### config.mk
export PLATFORM = sky130hd
export DESIGN_NAME = rss_top
export DESIGN_NICKNAME = d
export VERILOG_FILES = /design/src/hdl/rss_pkg.sv /design/src/hdl/rss_tmr_if.sv /design/src/hdl/rss_pulse_timer.sv /design/src/hdl/rss_top.sv
export VERILOG_INCLUDE_DIRS = /design/src /design/src/hdl
export SDC_FILE = /design/constraint.sdc
export NUM_CORES = 1
export LEC_CHECK = 0
export ABC_CLOCK_PERIOD_IN_PS = 2100
export BUFFER_PORTS_ARGS = -buffer_cell sky130_fd_sc_hd__buf_4
export CAP_MARGIN = 25
export CELL_PAD_IN_SITES_DETAIL_PLACEMENT = 1
export CELL_PAD_IN_SITES_GLOBAL_PLACEMENT = 2
export CORE_UTILIZATION = 37
export DETAILED_ROUTE_END_ITERATION = 7
export GPL_ROUTABILITY_DRIVEN = 0
export GPL_TIMING_DRIVEN = 0
export HOLD_SLACK_MARGIN = 0.06
export PLACE_DENSITY_LB_ADDON = 0.1
export SLEW_MARGIN = 20
export SYNTH_ARGS = -nofsm -noshare
export SYNTH_HDL_FRONTEND = slang
export SYNTH_HIERARCHICAL = 1
export SYNTH_SLANG_ARGS = --single-unit
### constraint.sdc
create_clock -name clk_sys_i -period 2.1 [get_ports clk_sys_i]
set_input_delay 0.21 -clock clk_sys_i [delete_from_list [all_inputs] [get_ports clk_sys_i]]
set_output_delay 0.21 -clock clk_sys_i [all_outputs]
set_load 0.05 [all_outputs]
### src/hdl/rss_regs.svh
`ifndef RSS_REGS_SVH
`define RSS_REGS_SVH

// Register offsets on the serial link
`define RSS_ADDR_IMR 7'h09
`define RSS_ADDR_IFR 7'h0A
`define RSS_ADDR_CAUSE 7'h0D
`define RSS_ADDR_CTL 7'h10
`define RSS_ADDR_STAT 7'h11

// Reset values
`define RSS_CAUSE_POR_VAL 8'h80
`define RSS_IMR_RST 8'h00
`define RSS_SLEW_20K 2'h0
`define RSS_BYTE_ZERO 8'h00

// Reset cause status bits
`define RSS_CAUSE_POR 7
`define RSS_CAUSE_PIN 6
`define RSS_CAUSE_WDOG 5
`define RSS_CAUSE_HTEMP 4
`define RSS_CAUSE_LVOLT 3
`define RSS_CAUSE_BUSWF 1
`define RSS_CAUSE_WIWF 0

// Mask, flag, control and status bits
`define RSS_IMR_BUSIE 5
`define RSS_IMR_HTDIS 4
`define RSS_IFR_BUSIF 5
`define RSS_CTL_PSTAGE 7
`define RSS_CTL_SLEW_HI 1
`define RSS_CTL_SLEW_LO 0
`define RSS_STAT_BUSCL 0

// Serial frame: write flag, 7-bit address, 8-bit data
`define RSS_FRAME_BITS 5'h10
`define RSS_HDR_LAST 5'h07
`define RSS_DATA_LAST 5'h0F

// Timing
`define RSS_CLK_NS 10
`define RSS_T_RST_NS 1250000
`define RSS_WAKE_FILT_NS 30000
`define RSS_CL_DELAY_NS 10000
`define RSS_T_RST_CYC ((`RSS_T_RST_NS + `RSS_CLK_NS - 1) / `RSS_CLK_NS)
`define RSS_WAKE_FILT_CYC ((`RSS_WAKE_FILT_NS + `RSS_CLK_NS - 1) / `RSS_CLK_NS)
`define RSS_CL_DELAY_CYC ((`RSS_CL_DELAY_NS + `RSS_CLK_NS - 1) / `RSS_CLK_NS)

`endif

### src/hdl/rss_pkg.sv
package rss_pkg;
  typedef enum logic [1:0] {
    WK_IDLE,
    WK_LOW,
    WK_ARMED
  } rss_wake_e;
  typedef logic [17:0] rss_tcnt_t;
  typedef logic [11:0] rss_fcnt_t;
endpackage

### src/hdl/rss_tmr_if.sv
`timescale 1ns/1ps
interface rss_tmr_if;
  logic trig;
  logic busy;
  modport owner (output trig, input busy);
  modport timer (input trig, output busy);
endinterface

### src/hdl/rss_pulse_timer.sv
`timescale 1ns/1ps
`include "rss_regs.svh"
module rss_pulse_timer #(
  parameter int T_RST_CYC = `RSS_T_RST_CYC
) (
  input wire logic clk_sys_i,
  input wire logic rst_n_i,
  rss_tmr_if.timer tif
);
  rss_pkg::rss_tcnt_t cnt_r;
  rss_pkg::rss_tcnt_t cnt_nxt;
  logic busy_r;
  wire logic cnt_zero = (cnt_r == '0);

  // Reload while the cause lasts, run out after it has gone
  assign cnt_nxt = tif.trig ? rss_pkg::rss_tcnt_t'(T_RST_CYC) :
                   cnt_zero ? cnt_r : cnt_r - 18'h00001;
  assign tif.busy = busy_r;

  // Power-up starts with a full pulse pending
  always_ff @(posedge clk_sys_i or negedge rst_n_i) begin
    if (!rst_n_i) begin
      cnt_r <= rss_pkg::rss_tcnt_t'(T_RST_CYC);
      busy_r <= 1'b1;
    end else begin
      cnt_r <= cnt_nxt;
      busy_r <= tif.trig | (cnt_nxt != '0);
    end
  end
endmodule // rss_pulse_timer

### src/hdl/rss_top.sv
`timescale 1ns/1ps
`include "rss_regs.svh"
module rss_top #(
  parameter int T_RST_CYC = `RSS_T_RST_CYC
) (
  input wire logic clk_sys_i,
  input wire logic rst_n_i,
  input wire logic spi_sclk_i,
  input wire logic spi_ss_n_i,
  input wire logic spi_mosi_i,
  output logic spi_miso_o,
  input wire logic rst_pin_i,
  output logic rst_pin_o,
  output logic rst_pin_oe_o,
  input wire logic over_temp_i,
  input wire logic wdog_reset_i,
  input wire logic vdd_low_i,
  input wire logic mode_stop_i,
  input wire logic mode_sleep_i,
  input wire logic wake_input_i,
  input wire logic txd_i,
  input wire logic bus_rx_i,
  input wire logic bus_cur_lim_i,
  output logic bus_drive_o,
  output logic rxd_o,
  output logic [1:0] slew_select_o,
  output logic bus_irq_o,
  output logic wake_o
);

  // Serial slave state
  logic sclk_d_r;
  logic [4:0] bit_cnt_r;
  logic [15:0] shift_in_r;
  logic [7:0] shift_out_r;
  logic [6:0] addr_r;
  logic wr_flag_r;
  logic wr_stb_r;
  logic [7:0] wr_data_r;
  logic miso_r;

  // Registers
  logic [7:0] reset_cause_status_r;
  logic [7:0] reset_cause_status_nxt;
  logic [7:0] int_mask_r;
  logic bus_interrupt_flag_r;
  logic bus_interrupt_flag_nxt;
  logic power_stage_on_r;
  logic [1:0] slew_select_r;
  logic bus_current_limit_status_r;
  logic bus_current_limit_status_nxt;

  // Transceiver and wake state
  logic cl_off_r;
  rss_pkg::rss_fcnt_t cl_cnt_r;
  rss_pkg::rss_wake_e wk_st_r;
  rss_pkg::rss_wake_e wk_st_nxt;
  rss_pkg::rss_fcnt_t wk_cnt_r;
  logic lp_d_r;
  logic wi_store_r;
  logic bus_drive_r;
  logic rxd_r;
  logic irq_r;
  logic wake_r;

  // Reset pin
  logic rst_oe_r;
  logic rst_oe_d_r;
  logic rst_out_r;

  rss_tmr_if tmr_if ();

  // Serial edges and frame positions
  wire logic sclk_rise = spi_sclk_i & ~sclk_d_r & ~spi_ss_n_i;
  wire logic sclk_fall = ~spi_sclk_i & sclk_d_r & ~spi_ss_n_i;
  wire logic [7:0] byte_now = {shift_in_r[6:0], spi_mosi_i};
  wire logic hdr_done = sclk_rise & (bit_cnt_r == `RSS_HDR_LAST);
  wire logic data_done = sclk_rise & (bit_cnt_r == `RSS_DATA_LAST);

  // Write decode
  wire logic wr_cause = wr_stb_r & (addr_r == `RSS_ADDR_CAUSE);
  wire logic wr_imr = wr_stb_r & (addr_r == `RSS_ADDR_IMR);
  wire logic wr_ifr = wr_stb_r & (addr_r == `RSS_ADDR_IFR);
  wire logic wr_ctl = wr_stb_r & (addr_r == `RSS_ADDR_CTL);
  wire logic wr_stat = wr_stb_r & (addr_r == `RSS_ADDR_STAT);

  // Mode and control fields
  wire logic low_power = mode_stop_i | mode_sleep_i;
  wire logic high_temp_reset_disable = int_mask_r[`RSS_IMR_HTDIS];
  wire logic bus_interrupt_enable = int_mask_r[`RSS_IMR_BUSIE];

  // Wake events
  wire logic bus_wake_evt = (wk_st_r == rss_pkg::WK_ARMED) & bus_rx_i & low_power;
  wire logic wi_evt = low_power & lp_d_r & (wake_input_i != wi_store_r);
  wire logic sleep_bus_wake = bus_wake_evt & mode_sleep_i;
  wire logic sleep_wi_wake = wi_evt & mode_sleep_i;
  wire logic sleep_wake = sleep_bus_wake | sleep_wi_wake;
  wire logic stop_bus_int = bus_wake_evt & mode_stop_i & bus_interrupt_enable;
  wire logic any_wake = sleep_wake | stop_bus_int | (wi_evt & mode_stop_i);

  // Internal reset sources
  wire logic ht_evt = over_temp_i & ~high_temp_reset_disable;
  wire logic int_rst = ht_evt | wdog_reset_i | vdd_low_i | sleep_wake;
  // Link registers fall back to reset values; cause register is kept
  wire logic soft_rst = int_rst;

  // Pin pulled low by someone else while we do not drive it
  wire logic ext_pin_evt = ~rst_pin_i & ~rst_oe_r & ~rst_oe_d_r;

  wire logic [7:0] cause_set = ({7'h00, sleep_wi_wake} << `RSS_CAUSE_WIWF)
                             | ({7'h00, sleep_bus_wake} << `RSS_CAUSE_BUSWF)
                             | ({7'h00, vdd_low_i} << `RSS_CAUSE_LVOLT)
                             | ({7'h00, ht_evt} << `RSS_CAUSE_HTEMP)
                             | ({7'h00, wdog_reset_i} << `RSS_CAUSE_WDOG)
                             | ({7'h00, ext_pin_evt} << `RSS_CAUSE_PIN);

  // Current limit and transmitter enable
  wire logic cl_expired = (cl_cnt_r == rss_pkg::rss_fcnt_t'(`RSS_CL_DELAY_CYC));
  wire logic tx_en = power_stage_on_r & ~low_power & ~cl_off_r;

  // Sticky flag with set winning over a write-one clear
  function automatic logic [7:0] w1c_upd(input logic [7:0] cur,
                                         input logic wr,
                                         input logic [7:0] data,
                                         input logic [7:0] set);
    w1c_upd = (cur & ~(wr ? data : 8'h00)) | set;
  endfunction

  assign reset_cause_status_nxt = w1c_upd(reset_cause_status_r, wr_cause, wr_data_r, cause_set);
  wire logic [7:0] busif_upd = w1c_upd({7'h00, bus_interrupt_flag_r}, wr_ifr,
                                       {7'h00, wr_data_r[`RSS_IFR_BUSIF]},
                                       {7'h00, stop_bus_int});
  wire logic [7:0] buscl_upd = w1c_upd({7'h00, bus_current_limit_status_r}, wr_stat,
                                       {7'h00, wr_data_r[`RSS_STAT_BUSCL]},
                                       {7'h00, bus_cur_lim_i & tx_en});
  assign bus_interrupt_flag_nxt = busif_upd[0];
  assign bus_current_limit_status_nxt = buscl_upd[0];

  // Read data for the addressed register
  wire logic [6:0] rd_addr = byte_now[6:0];
  wire logic [7:0] ifr_rd = {2'h0, bus_interrupt_flag_r, 5'h00};
  wire logic [7:0] ctl_rd = {power_stage_on_r, 5'h00, slew_select_r};
  wire logic [7:0] stat_rd = {7'h00, bus_current_limit_status_r};
  wire logic [7:0] rd_data = (rd_addr == `RSS_ADDR_CAUSE) ? reset_cause_status_r :
                             (rd_addr == `RSS_ADDR_IMR) ? int_mask_r :
                             (rd_addr == `RSS_ADDR_IFR) ? ifr_rd :
                             (rd_addr == `RSS_ADDR_CTL) ? ctl_rd :
                             (rd_addr == `RSS_ADDR_STAT) ? stat_rd :
                             `RSS_BYTE_ZERO;

  // Bus wake qualifier: dominant longer than the filter, then a rising edge
  wire logic wk_long = (wk_cnt_r >= rss_pkg::rss_fcnt_t'(`RSS_WAKE_FILT_CYC));
  always_comb begin
    wk_st_nxt = wk_st_r;
    unique case (wk_st_r)
      rss_pkg::WK_IDLE: begin
        if (low_power && !bus_rx_i) begin
          wk_st_nxt = rss_pkg::WK_LOW;
        end
      end
      rss_pkg::WK_LOW: begin
        if (!low_power || bus_rx_i) begin
          wk_st_nxt = rss_pkg::WK_IDLE;
        end else if (wk_long) begin
          wk_st_nxt = rss_pkg::WK_ARMED;
        end
      end
      rss_pkg::WK_ARMED: begin
        if (!low_power || bus_rx_i) begin
          wk_st_nxt = rss_pkg::WK_IDLE;
        end
      end
      default: begin
        wk_st_nxt = rss_pkg::WK_IDLE;
      end
    endcase
  end

  // Serial slave: sample on rising clock, shift out on falling
  always_ff @(posedge clk_sys_i or negedge rst_n_i) begin
    if (!rst_n_i) begin
      sclk_d_r <= 1'b0;
      bit_cnt_r <= 5'h00;
      shift_in_r <= 16'h0000;
    end else begin
      sclk_d_r <= spi_sclk_i;
      if (spi_ss_n_i) begin
        bit_cnt_r <= 5'h00;
      end else if (sclk_rise) begin
        bit_cnt_r <= (bit_cnt_r == `RSS_DATA_LAST) ? 5'h00 : bit_cnt_r + 5'h01;
        shift_in_r <= {shift_in_r[14:0], spi_mosi_i};
      end
    end
  end

  always_ff @(posedge clk_sys_i or negedge rst_n_i) begin
    if (!rst_n_i) begin
      addr_r <= 7'h00;
      wr_flag_r <= 1'b0;
      shift_out_r <= 8'h00;
      miso_r <= 1'b0;
    end else begin
      if (hdr_done) begin
        addr_r <= byte_now[6:0];
        wr_flag_r <= byte_now[7];
        shift_out_r <= rd_data;
      end else if (sclk_fall) begin
        miso_r <= shift_out_r[7];
        shift_out_r <= {shift_out_r[6:0], 1'b0};
      end
    end
  end

  // Aborted frames never write: the strobe needs all sixteen bits
  always_ff @(posedge clk_sys_i or negedge rst_n_i) begin
    if (!rst_n_i) begin
      wr_stb_r <= 1'b0;
      wr_data_r <= 8'h00;
    end else begin
      wr_stb_r <= data_done & wr_flag_r;
      if (data_done) begin
        wr_data_r <= byte_now;
      end
    end
  end

  // Cause register survives every reset except power-on
  always_ff @(posedge clk_sys_i or negedge rst_n_i) begin
    if (!rst_n_i) begin
      reset_cause_status_r <= `RSS_CAUSE_POR_VAL;
    end else begin
      reset_cause_status_r <= reset_cause_status_nxt;
    end
  end

  always_ff @(posedge clk_sys_i or negedge rst_n_i) begin
    if (!rst_n_i) begin
      int_mask_r <= `RSS_IMR_RST;
      bus_interrupt_flag_r <= 1'b0;
    end else if (soft_rst) begin
      int_mask_r <= `RSS_IMR_RST;
      bus_interrupt_flag_r <= 1'b0;
    end else begin
      if (wr_imr) begin
        int_mask_r <= wr_data_r;
      end
      bus_interrupt_flag_r <= bus_interrupt_flag_nxt;
    end
  end

  always_ff @(posedge clk_sys_i or negedge rst_n_i) begin
    if (!rst_n_i) begin
      power_stage_on_r <= 1'b0;
      slew_select_r <= `RSS_SLEW_20K;
      bus_current_limit_status_r <= 1'b0;
    end else if (soft_rst) begin
      power_stage_on_r <= 1'b0;
      slew_select_r <= `RSS_SLEW_20K;
      bus_current_limit_status_r <= 1'b0;
    end else begin
      if (wr_ctl) begin
        power_stage_on_r <= wr_data_r[`RSS_CTL_PSTAGE];
        slew_select_r <= wr_data_r[`RSS_CTL_SLEW_HI:`RSS_CTL_SLEW_LO];
      end
      bus_current_limit_status_r <= bus_current_limit_status_nxt;
    end
  end

  // Driver shuts off once limiting lasts the delay; clearing the status re-arms it
  always_ff @(posedge clk_sys_i or negedge rst_n_i) begin
    if (!rst_n_i) begin
      cl_cnt_r <= '0;
      cl_off_r <= 1'b0;
    end else if (soft_rst) begin
      cl_cnt_r <= '0;
      cl_off_r <= 1'b0;
    end else begin
      if (!(bus_cur_lim_i && tx_en)) begin
        cl_cnt_r <= '0;
      end else if (!cl_expired) begin
        cl_cnt_r <= cl_cnt_r + 12'h001;
      end
      if (cl_expired) begin
        cl_off_r <= 1'b1;
      end else if (!bus_current_limit_status_r) begin
        cl_off_r <= 1'b0;
      end
    end
  end

  // Receiver keeps running in stop and sleep for wake detection
  always_ff @(posedge clk_sys_i or negedge rst_n_i) begin
    if (!rst_n_i) begin
      wk_st_r <= rss_pkg::WK_IDLE;
      wk_cnt_r <= '0;
    end else begin
      wk_st_r <= wk_st_nxt;
      if (wk_st_r == rss_pkg::WK_LOW && !wk_long) begin
        wk_cnt_r <= wk_cnt_r + 12'h001;
      end else if (wk_st_r == rss_pkg::WK_IDLE) begin
        wk_cnt_r <= '0;
      end
    end
  end

  // Level taken on mode entry and again after each event, so a wake is one pulse
  always_ff @(posedge clk_sys_i or negedge rst_n_i) begin
    if (!rst_n_i) begin
      lp_d_r <= 1'b0;
      wi_store_r <= 1'b0;
    end else begin
      lp_d_r <= low_power;
      if ((low_power && !lp_d_r) || wi_evt) begin
        wi_store_r <= wake_input_i;
      end
    end
  end

  // Bus pins: an undriven transmit input is pulled high outside the die
  always_ff @(posedge clk_sys_i or negedge rst_n_i) begin
    if (!rst_n_i) begin
      bus_drive_r <= 1'b0;
      rxd_r <= 1'b1;
      irq_r <= 1'b0;
      wake_r <= 1'b0;
    end else begin
      bus_drive_r <= tx_en & ~txd_i;
      rxd_r <= bus_rx_i;
      irq_r <= bus_interrupt_flag_nxt & bus_interrupt_enable & ~soft_rst;
      wake_r <= any_wake;
    end
  end

  // Reset pin held low through power-up and every internal reset
  assign tmr_if.trig = int_rst;

  rss_pulse_timer #(
    .T_RST_CYC(T_RST_CYC)
  ) u_pulse (
    .clk_sys_i(clk_sys_i),
    .rst_n_i(rst_n_i),
    .tif(tmr_if)
  );

  always_ff @(posedge clk_sys_i or negedge rst_n_i) begin
    if (!rst_n_i) begin
      rst_oe_r <= 1'b1;
      rst_oe_d_r <= 1'b1;
      rst_out_r <= 1'b0;
    end else begin
      rst_oe_r <= tmr_if.busy;
      rst_oe_d_r <= rst_oe_r;
      rst_out_r <= 1'b0;
    end
  end

  assign spi_miso_o = miso_r;
  assign rst_pin_o = rst_out_r;
  assign rst_pin_oe_o = rst_oe_r;
  assign bus_drive_o = bus_drive_r;
  assign rxd_o = rxd_r;
  assign slew_select_o = slew_select_r;
  assign bus_irq_o = irq_r;
  assign wake_o = wake_r;

endmodule // rss_top

### After elaboration in Yosys (flattened, before gate mapping)

Cells that the tools add are included.
Widths: inputs -> output; s select.

* register bits after elaboration: 114
* input port bits: 15
* output and inout bits: 9

* $add $sub $neg: 4
* $lt $le $gt $ge: 1
* eq/ne operators: 21
* mux-type cells: 36
* bitwise operators: 64
* reduce and logical (&&, ||, !) cells: 21

Operators with widths (count)
* $mux 8: 9
* $mux 12: 5
* $eq 7x4->1 const B: 6
* $mux 18: 2
* $and 1x1->1: 32
* $eq 7x5->1 const B: 4
* $add 12x1->12 const B: 2
* $logic_not 18->1: 1
* $reduce_bool 18->1: 1
* $sub 18x1->18 const B: 1
* $mux 5: 3
* $not 1->1: 14
* $eq 12x10->1 const B: 1
* $ge 12x12->1 const B: 1
* $mux 2: 6
* $mux 1: 10
* $or 1x1->1: 10
* $reduce_bool 2->1: 5
* $and 8x8->8: 1
* $not 8->8: 1
* $or 8x7->8: 1
* $or 6x7->7: 1
* $ne 3x3->1 const B: 2
* $or 5x6->6: 1
* other kinds (19): 27

### Depth between registers and ports, before layout

* word-level depth: 10
* mapped depth: 10
* mapped depth without buffers: 8

### By module

Netlist, hierarchy kept.

Modules (own cells, without submodules)
* rss_top: instances 1, cells an instance 429, area an instance 4525.6 µm², seq. area each 2382.3 µm²
* rss_pulse_timer: instances 1, cells an instance 116, area an instance 1111.1 µm², seq. area each 485.5 µm²

### Worst setup path after synthesis

No wires, ideal clock.

* path kind: register -> register
* start: register u_pulse.cnt_r[5]
* end: register u_pulse.busy_r, in the netlist u_pulse/tif.busy
* setup time: 97 ps
* arrival: 2109 ps
* setup slack: -105 ps
* stages on the path, launching flop included: 7
* period minus slack after synthesis: 2205 ps
* cell sequence: dfrtp_1 > or4_4 > nand2b_4 > o21a_1 > or4_4 > a211oi_2 > nand4_1

* longest elaborated chain between the ends: 5

Ends and longest elaborated chain
* start: declaration: line rss_pulse_timer.sv:10 `rss_pkg::rss_tcnt_t cnt_r;`
* start signal: assignment: line rss_pulse_timer.sv:23 `cnt_r <= rss_pkg::rss_tcnt_t'(T_RST_CYC);`
* start signal: assignment: line rss_pulse_timer.sv:26 `cnt_r <= cnt_nxt;`
* $sub 18x1->18 / $logic_not 18->1 (equally long branches): line rss_pulse_timer.sv:17, rss_pulse_timer.sv:13
* $mux 18 (*): line rss_pulse_timer.sv:17 `cnt_zero ? cnt_r : cnt_r - 18'h00001;`
* $mux 18 (*): line rss_pulse_timer.sv:16 `assign cnt_nxt = tif.trig ? rss_pkg::rss_tcnt_t'(T_RST_CYC) :`
* $reduce_bool 18->1 (*): line rss_pulse_timer.sv:27 `busy_r <= tif.trig | (cnt_nxt != '0);`
* $or 1x1->1 (*): line rss_pulse_timer.sv:27
* end signal: assignment: line rss_pulse_timer.sv:27
* end: declaration: line rss_pulse_timer.sv:12 `logic busy_r;`

Every way passes the cells marked *; elsewhere a longest branch is shown, timed or not.
A chain may end at the register's enable or synchronous reset.

### Worst setup path after layout

* start: register u_pulse.cnt_r[4]
* end: register u_pulse.busy_r, in the netlist u_pulse/tif.busy

Same word-level chain as after synthesis.

==> results.md <==
- Detailed placement HPWL: 9920 microns
- Worst clock skew: 0.00722 ns
- Maximum single-stage delay on the critical path: 0.56 ns
- Largest net degree at the start of global routing: 71
- Violated checks: negative setup slack
- Io pins: 24
- Worst setup path category: reg2reg
- Synthesized net count: 566
- DP Cell Count: 751
- Smallest setup slack after layout: -0.160 ns
- Yosys warnings: 6
- Fill cell count: 1,596
- Final Cycle Share: 108%
- P_leak: 2.99 nW
- Wire length of the first global-routing pass: 24,500 microns
- Count of different cell masters after synthesis: 72
- Antenna cells: 0
- Share of post-route cells with drive strength above 1: 24.0%
- Vias: 4,365
- Post-synthesis average cell area: 10.3 sq um
- Crit path time final: 2.26 ns
- Worst Path Max Fanout: 6
- Critical path cell sequence: or4_4, nand2b_4, o21a_1, or4_4, a211oi_2, nand4_1
- Crit-path most repeated cell: sky130_fd_sc_hd__or4_4
- Relative slew slack: 56.6%
- Total count of hold-check failures in the final report: 0
- Critical path data arrival time: 2.57 ns
- Final routed wirelength across all metal layers: 14,500 microns
- TritonCTS sink count: 114
- Clock latency on the worst-skew pair: 0.42 ns
- Congestion Overflow GR: 0
- Number of buffer and inverter stages on the critical path: 0
- Cell with the largest stage delay on the worst path: sky130_fd_sc_hd__or4_4
- Die height: 125 microns
- Root cell of the clock tree: sky130_fd_sc_hd__clkbuf_16
- CTS tree: yes
- Count of H-tree levels built during CTS: 4
- Drc violations: 0
- Count of standard-cell rows: 44
- Initial detailed-routing violation count: 154
- Mean number of vias per cell: 5.48
- Starting density of the core: 38.3%
- Final Max Tran Viols: 0
- Crit path capture type: register
- Final instance count without filler cells: 796
- Final core utilization: 47.5%
- Data required time of the critical path: 2.41 ns
- Reg clk slew, reported paths: 0.05 ns
- Pin slew with the least headroom to its limit: 0.647 ns
- Placeable core region: 14,700 sq um
- Final antenna-violating net count: 0
- CTS Buffer Depth: 2
- Crit path launch type: register
- Kind of cell adding the most delay to the critical path: simple AND/OR/NAND/NOR gates
- Antenna violations before repair: 0
- Primary flip-flop cell chosen by synthesis mapping: sky130_fd_sc_hd__dfrtp_1
- RSZ-0062 raised after global routing: yes
- Number of global-route vias before repair: 4,664
- Synth Instances: 545
- CTS buffer count: 17
- PortBufs: 21
- First drt pass iteration count: 6
- Fmax: 442 MHz
- Worst-case vdd ir drop: 0.552 mV
- Total standard cell area after synthesis: 5640 sq um
- Area delta synth->final: 23.9%
- Async set-or-reset flop fraction in the synthesized netlist: 100%
- Die outline width: 125 microns
- Nets: 620
- Number of flops mapped to enable cells by yosys: 0
- Final setup viols: 1
- Global Route Usage Sum: 20.0%
- Power density normalized to cell area: 880 nW/um^2
- Area of the die: 15,700 sq um
- Portion of the post-synthesis area used by sequential elements: 50.9%
- Class of the tightest hold or removal check: in2reg
- Number of max-capacitance violations reported: 0
- Drt wl/cell: 18.2 microns
- Result of the run: finished with violations
- Count of state elements after synthesis: 114
[logic make-up after synthesis]
kind of cell             share of synthesized area [%]
multiplexers                                      6.81
other                                           0.0665
XOR/XNOR                                          3.11
adder cells (fa/ha/maj)                           1.33
flip-flops                                        50.9
AO/OA/AOI/OAI                                     11.3
buffers and inverters                             2.84
AND/OR/NAND/NOR                                   23.7
[per-stage QoR]
stage | setup slack [ns] | power [mW] | instance area [sq um] | TNS (ns) | hold slack [ns]
after floorplan | -0.0178 | 2.75 | 5650 | -0.0178 | -0.0856
after detailed placement | -0.588 | 2.99 | 6070 | -4.25 | 0.169
after global placement | -0.572 | 2.96 | 6040 | -4.22 | 0.355
final | -0.160 | 6.14 | 6980 | -0.160 | 0.0813
after CTS | -0.150 | 6.23 | 6950 | -0.150 | 0.0619
after global routing | -0.257 | 6.38 | 6980 | -0.390 | 0.0893
[registers in the layout, summed over array words and instances (netlist names), 2 cells and up]
name / count
reset_cause_status_r: 8
int_mask_r: 8
cl_cnt_r: 12
addr_r: 7
wk_cnt_r: 12
slew_select_o: 2
wk_st_r: 2
bit_cnt_r: 5
u_pulse/cnt_r: 18
shift_out_r: 8
shift_in_r: 7
wr_data_r: 8
[cell usage after synthesis, drive strengths merged (3+ instances only)]
| library cell | n | area [sq um] |
|---|---|---|
| clkbuf | 11 | 41.3 |
| nand3b | 6 | 45.0 |
| nor4 | 3 | 25.0 |
| nor2b | 5 | 31.3 |
| nand4b | 3 | 26.3 |
| nor2 | 49 | 184 |
| inv | 12 | 45.0 |
| a211o | 3 | 26.3 |
| mux2 | 19 | 214 |
| nor4b | 5 | 43.8 |
| or4 | 5 | 45.0 |
| a31o | 4 | 35.0 |
| a21oi | 20 | 100 |
| o21ai | 16 | 80.1 |
| nor3b | 5 | 53.8 |
| a21o | 5 | 37.5 |
| or3 | 6 | 37.5 |
| xor2 | 12 | 105 |
| and4 | 6 | 52.6 |
| nand3 | 18 | 90.1 |
| mux2i | 17 | 170 |
| buf | 12 | 73.8 |
| a31oi | 3 | 18.8 |
| o31ai | 3 | 22.5 |
| and3 | 11 | 73.8 |
| nand4 | 10 | 62.6 |
| nand2 | 63 | 236 |
| a21boi | 3 | 22.5 |
| xnor2 | 8 | 70.1 |
| ha | 6 | 75.1 |
| nor3 | 24 | 146 |
| dfstp | 12 | 315 |
| and2 | 4 | 25.0 |
| dfrtp | 102 | 2550 |
| nand2b | 12 | 82.6 |
| a32o | 3 | 30.0 |
| a211oi | 8 | 75.1 |
| o21a | 3 | 22.5 |
[layout by cell type, fill, tap and decap left out, types with 5 or more instances in the layout]
cell type	synthesis	final
sky130_fd_sc_hd__mux2_2	19	19
sky130_fd_sc_hd__mux2i_1	17	17
sky130_fd_sc_hd__inv_1	12	12
sky130_fd_sc_hd__nand2_1	63	62
sky130_fd_sc_hd__dlygate4sd3_1	0	8
sky130_fd_sc_hd__o21ai_0	16	15
sky130_fd_sc_hd__xor2_1	12	12
sky130_fd_sc_hd__nor3_4	1	5
sky130_fd_sc_hd__nor2_1	49	47
sky130_fd_sc_hd__clkbuf_1	11	8
sky130_fd_sc_hd__nor3_1	20	18
sky130_fd_sc_hd__and3_1	10	10
sky130_fd_sc_hd__nand4_1	10	10
sky130_fd_sc_hd__nand3b_1	6	6
sky130_fd_sc_hd__buf_2	8	5
sky130_fd_sc_hd__and4_1	6	6
sky130_fd_sc_hd__nand3_1	18	18
sky130_fd_sc_hd__bufinv_16	0	5
sky130_fd_sc_hd__clkinv_2	0	5
sky130_fd_sc_hd__clkbuf_16	0	17
sky130_fd_sc_hd__nand2b_1	11	10
sky130_fd_sc_hd__a21oi_1	20	20
sky130_fd_sc_hd__buf_4	1	31
sky130_fd_sc_hd__dfrtp_1	102	101
sky130_fd_sc_hd__a211oi_2	3	5
sky130_fd_sc_hd__xnor2_1	8	7
sky130_fd_sc_hd__dfstp_2	12	12
sky130_fd_sc_hd__ha_1	6	6
[worst register-to-register path, stage by stage, from the launching register on]
cell,delay (ns)
sky130_fd_sc_hd__dfrtp_1,0.38
sky130_fd_sc_hd__or4_4,0.56
sky130_fd_sc_hd__nand2b_4,0.20
sky130_fd_sc_hd__o21a_1,0.20
sky130_fd_sc_hd__or4_4,0.48
sky130_fd_sc_hd__a211oi_2,0.20
sky130_fd_sc_hd__nand4_1,0.15
[repair_timing]
item                                   4_1_cts  5_1_grt
endpoints found under the hold margin       46        0
gates cloned                                 0        0
setup endpoints to repair                   28        9
pin swaps                                    8        3
gates resized for setup                     25        6
buffers inserted                             7        2
hold buffers                                 8        0
[final cells by class]
type                       count  area, sq um  area share [%]
inverter                      12         45.0           0.645
clock buffer                  21          460            6.59
clock inverter                11          183            2.62
sequential                   114         2870            41.1
buffer                        19          119            1.70
tap                          184          230            3.30
timing repair buffer          39          337            4.82
multi-input combinational    396         2740            39.2
[power breakdown]
group / internal [mW] / switching (mW) / total, mW
combinational: 0.242 / 0.295 / 0.537
sequential: 2.31 / 0.145 / 2.45
clock: 2.15 / 0.998 / 3.15
[worst paths after layout]
| kind | start | end | slack, ns | cells after the start |
|---|---|---|---|---|
| setup / recovery | u_pulse/cnt_r[4] | u_pulse/tif.busy | -0.16 | 6 |
| min in group asynchronous | rst_n_i | addr_r[2] | 0.31 | 2 |
| setup reg to reg | u_pulse/cnt_r[4] | u_pulse/tif.busy | -0.16 | 6 |
| hold / removal | mode_sleep_i | wake_o | 0.08 | 2 |
| hold reg to reg | u_pulse/tif.busy | rst_pin_oe_o | 0.36 | 0 |
| max in group asynchronous | rst_n_i | u_pulse/cnt_r[13] | 1.04 | 3 |
[per-layer routing]
metal  part of all wire (%)  vias up  global-route usage, %
met5                      0        -                      0
met3                    2.5       20                   3.94
met2                     49       45                   32.9
met4                    1.6        0                   7.75
met1                     47     2229                   26.1
li1                       -     2071                      -
(Power assumes the default switching activity.)
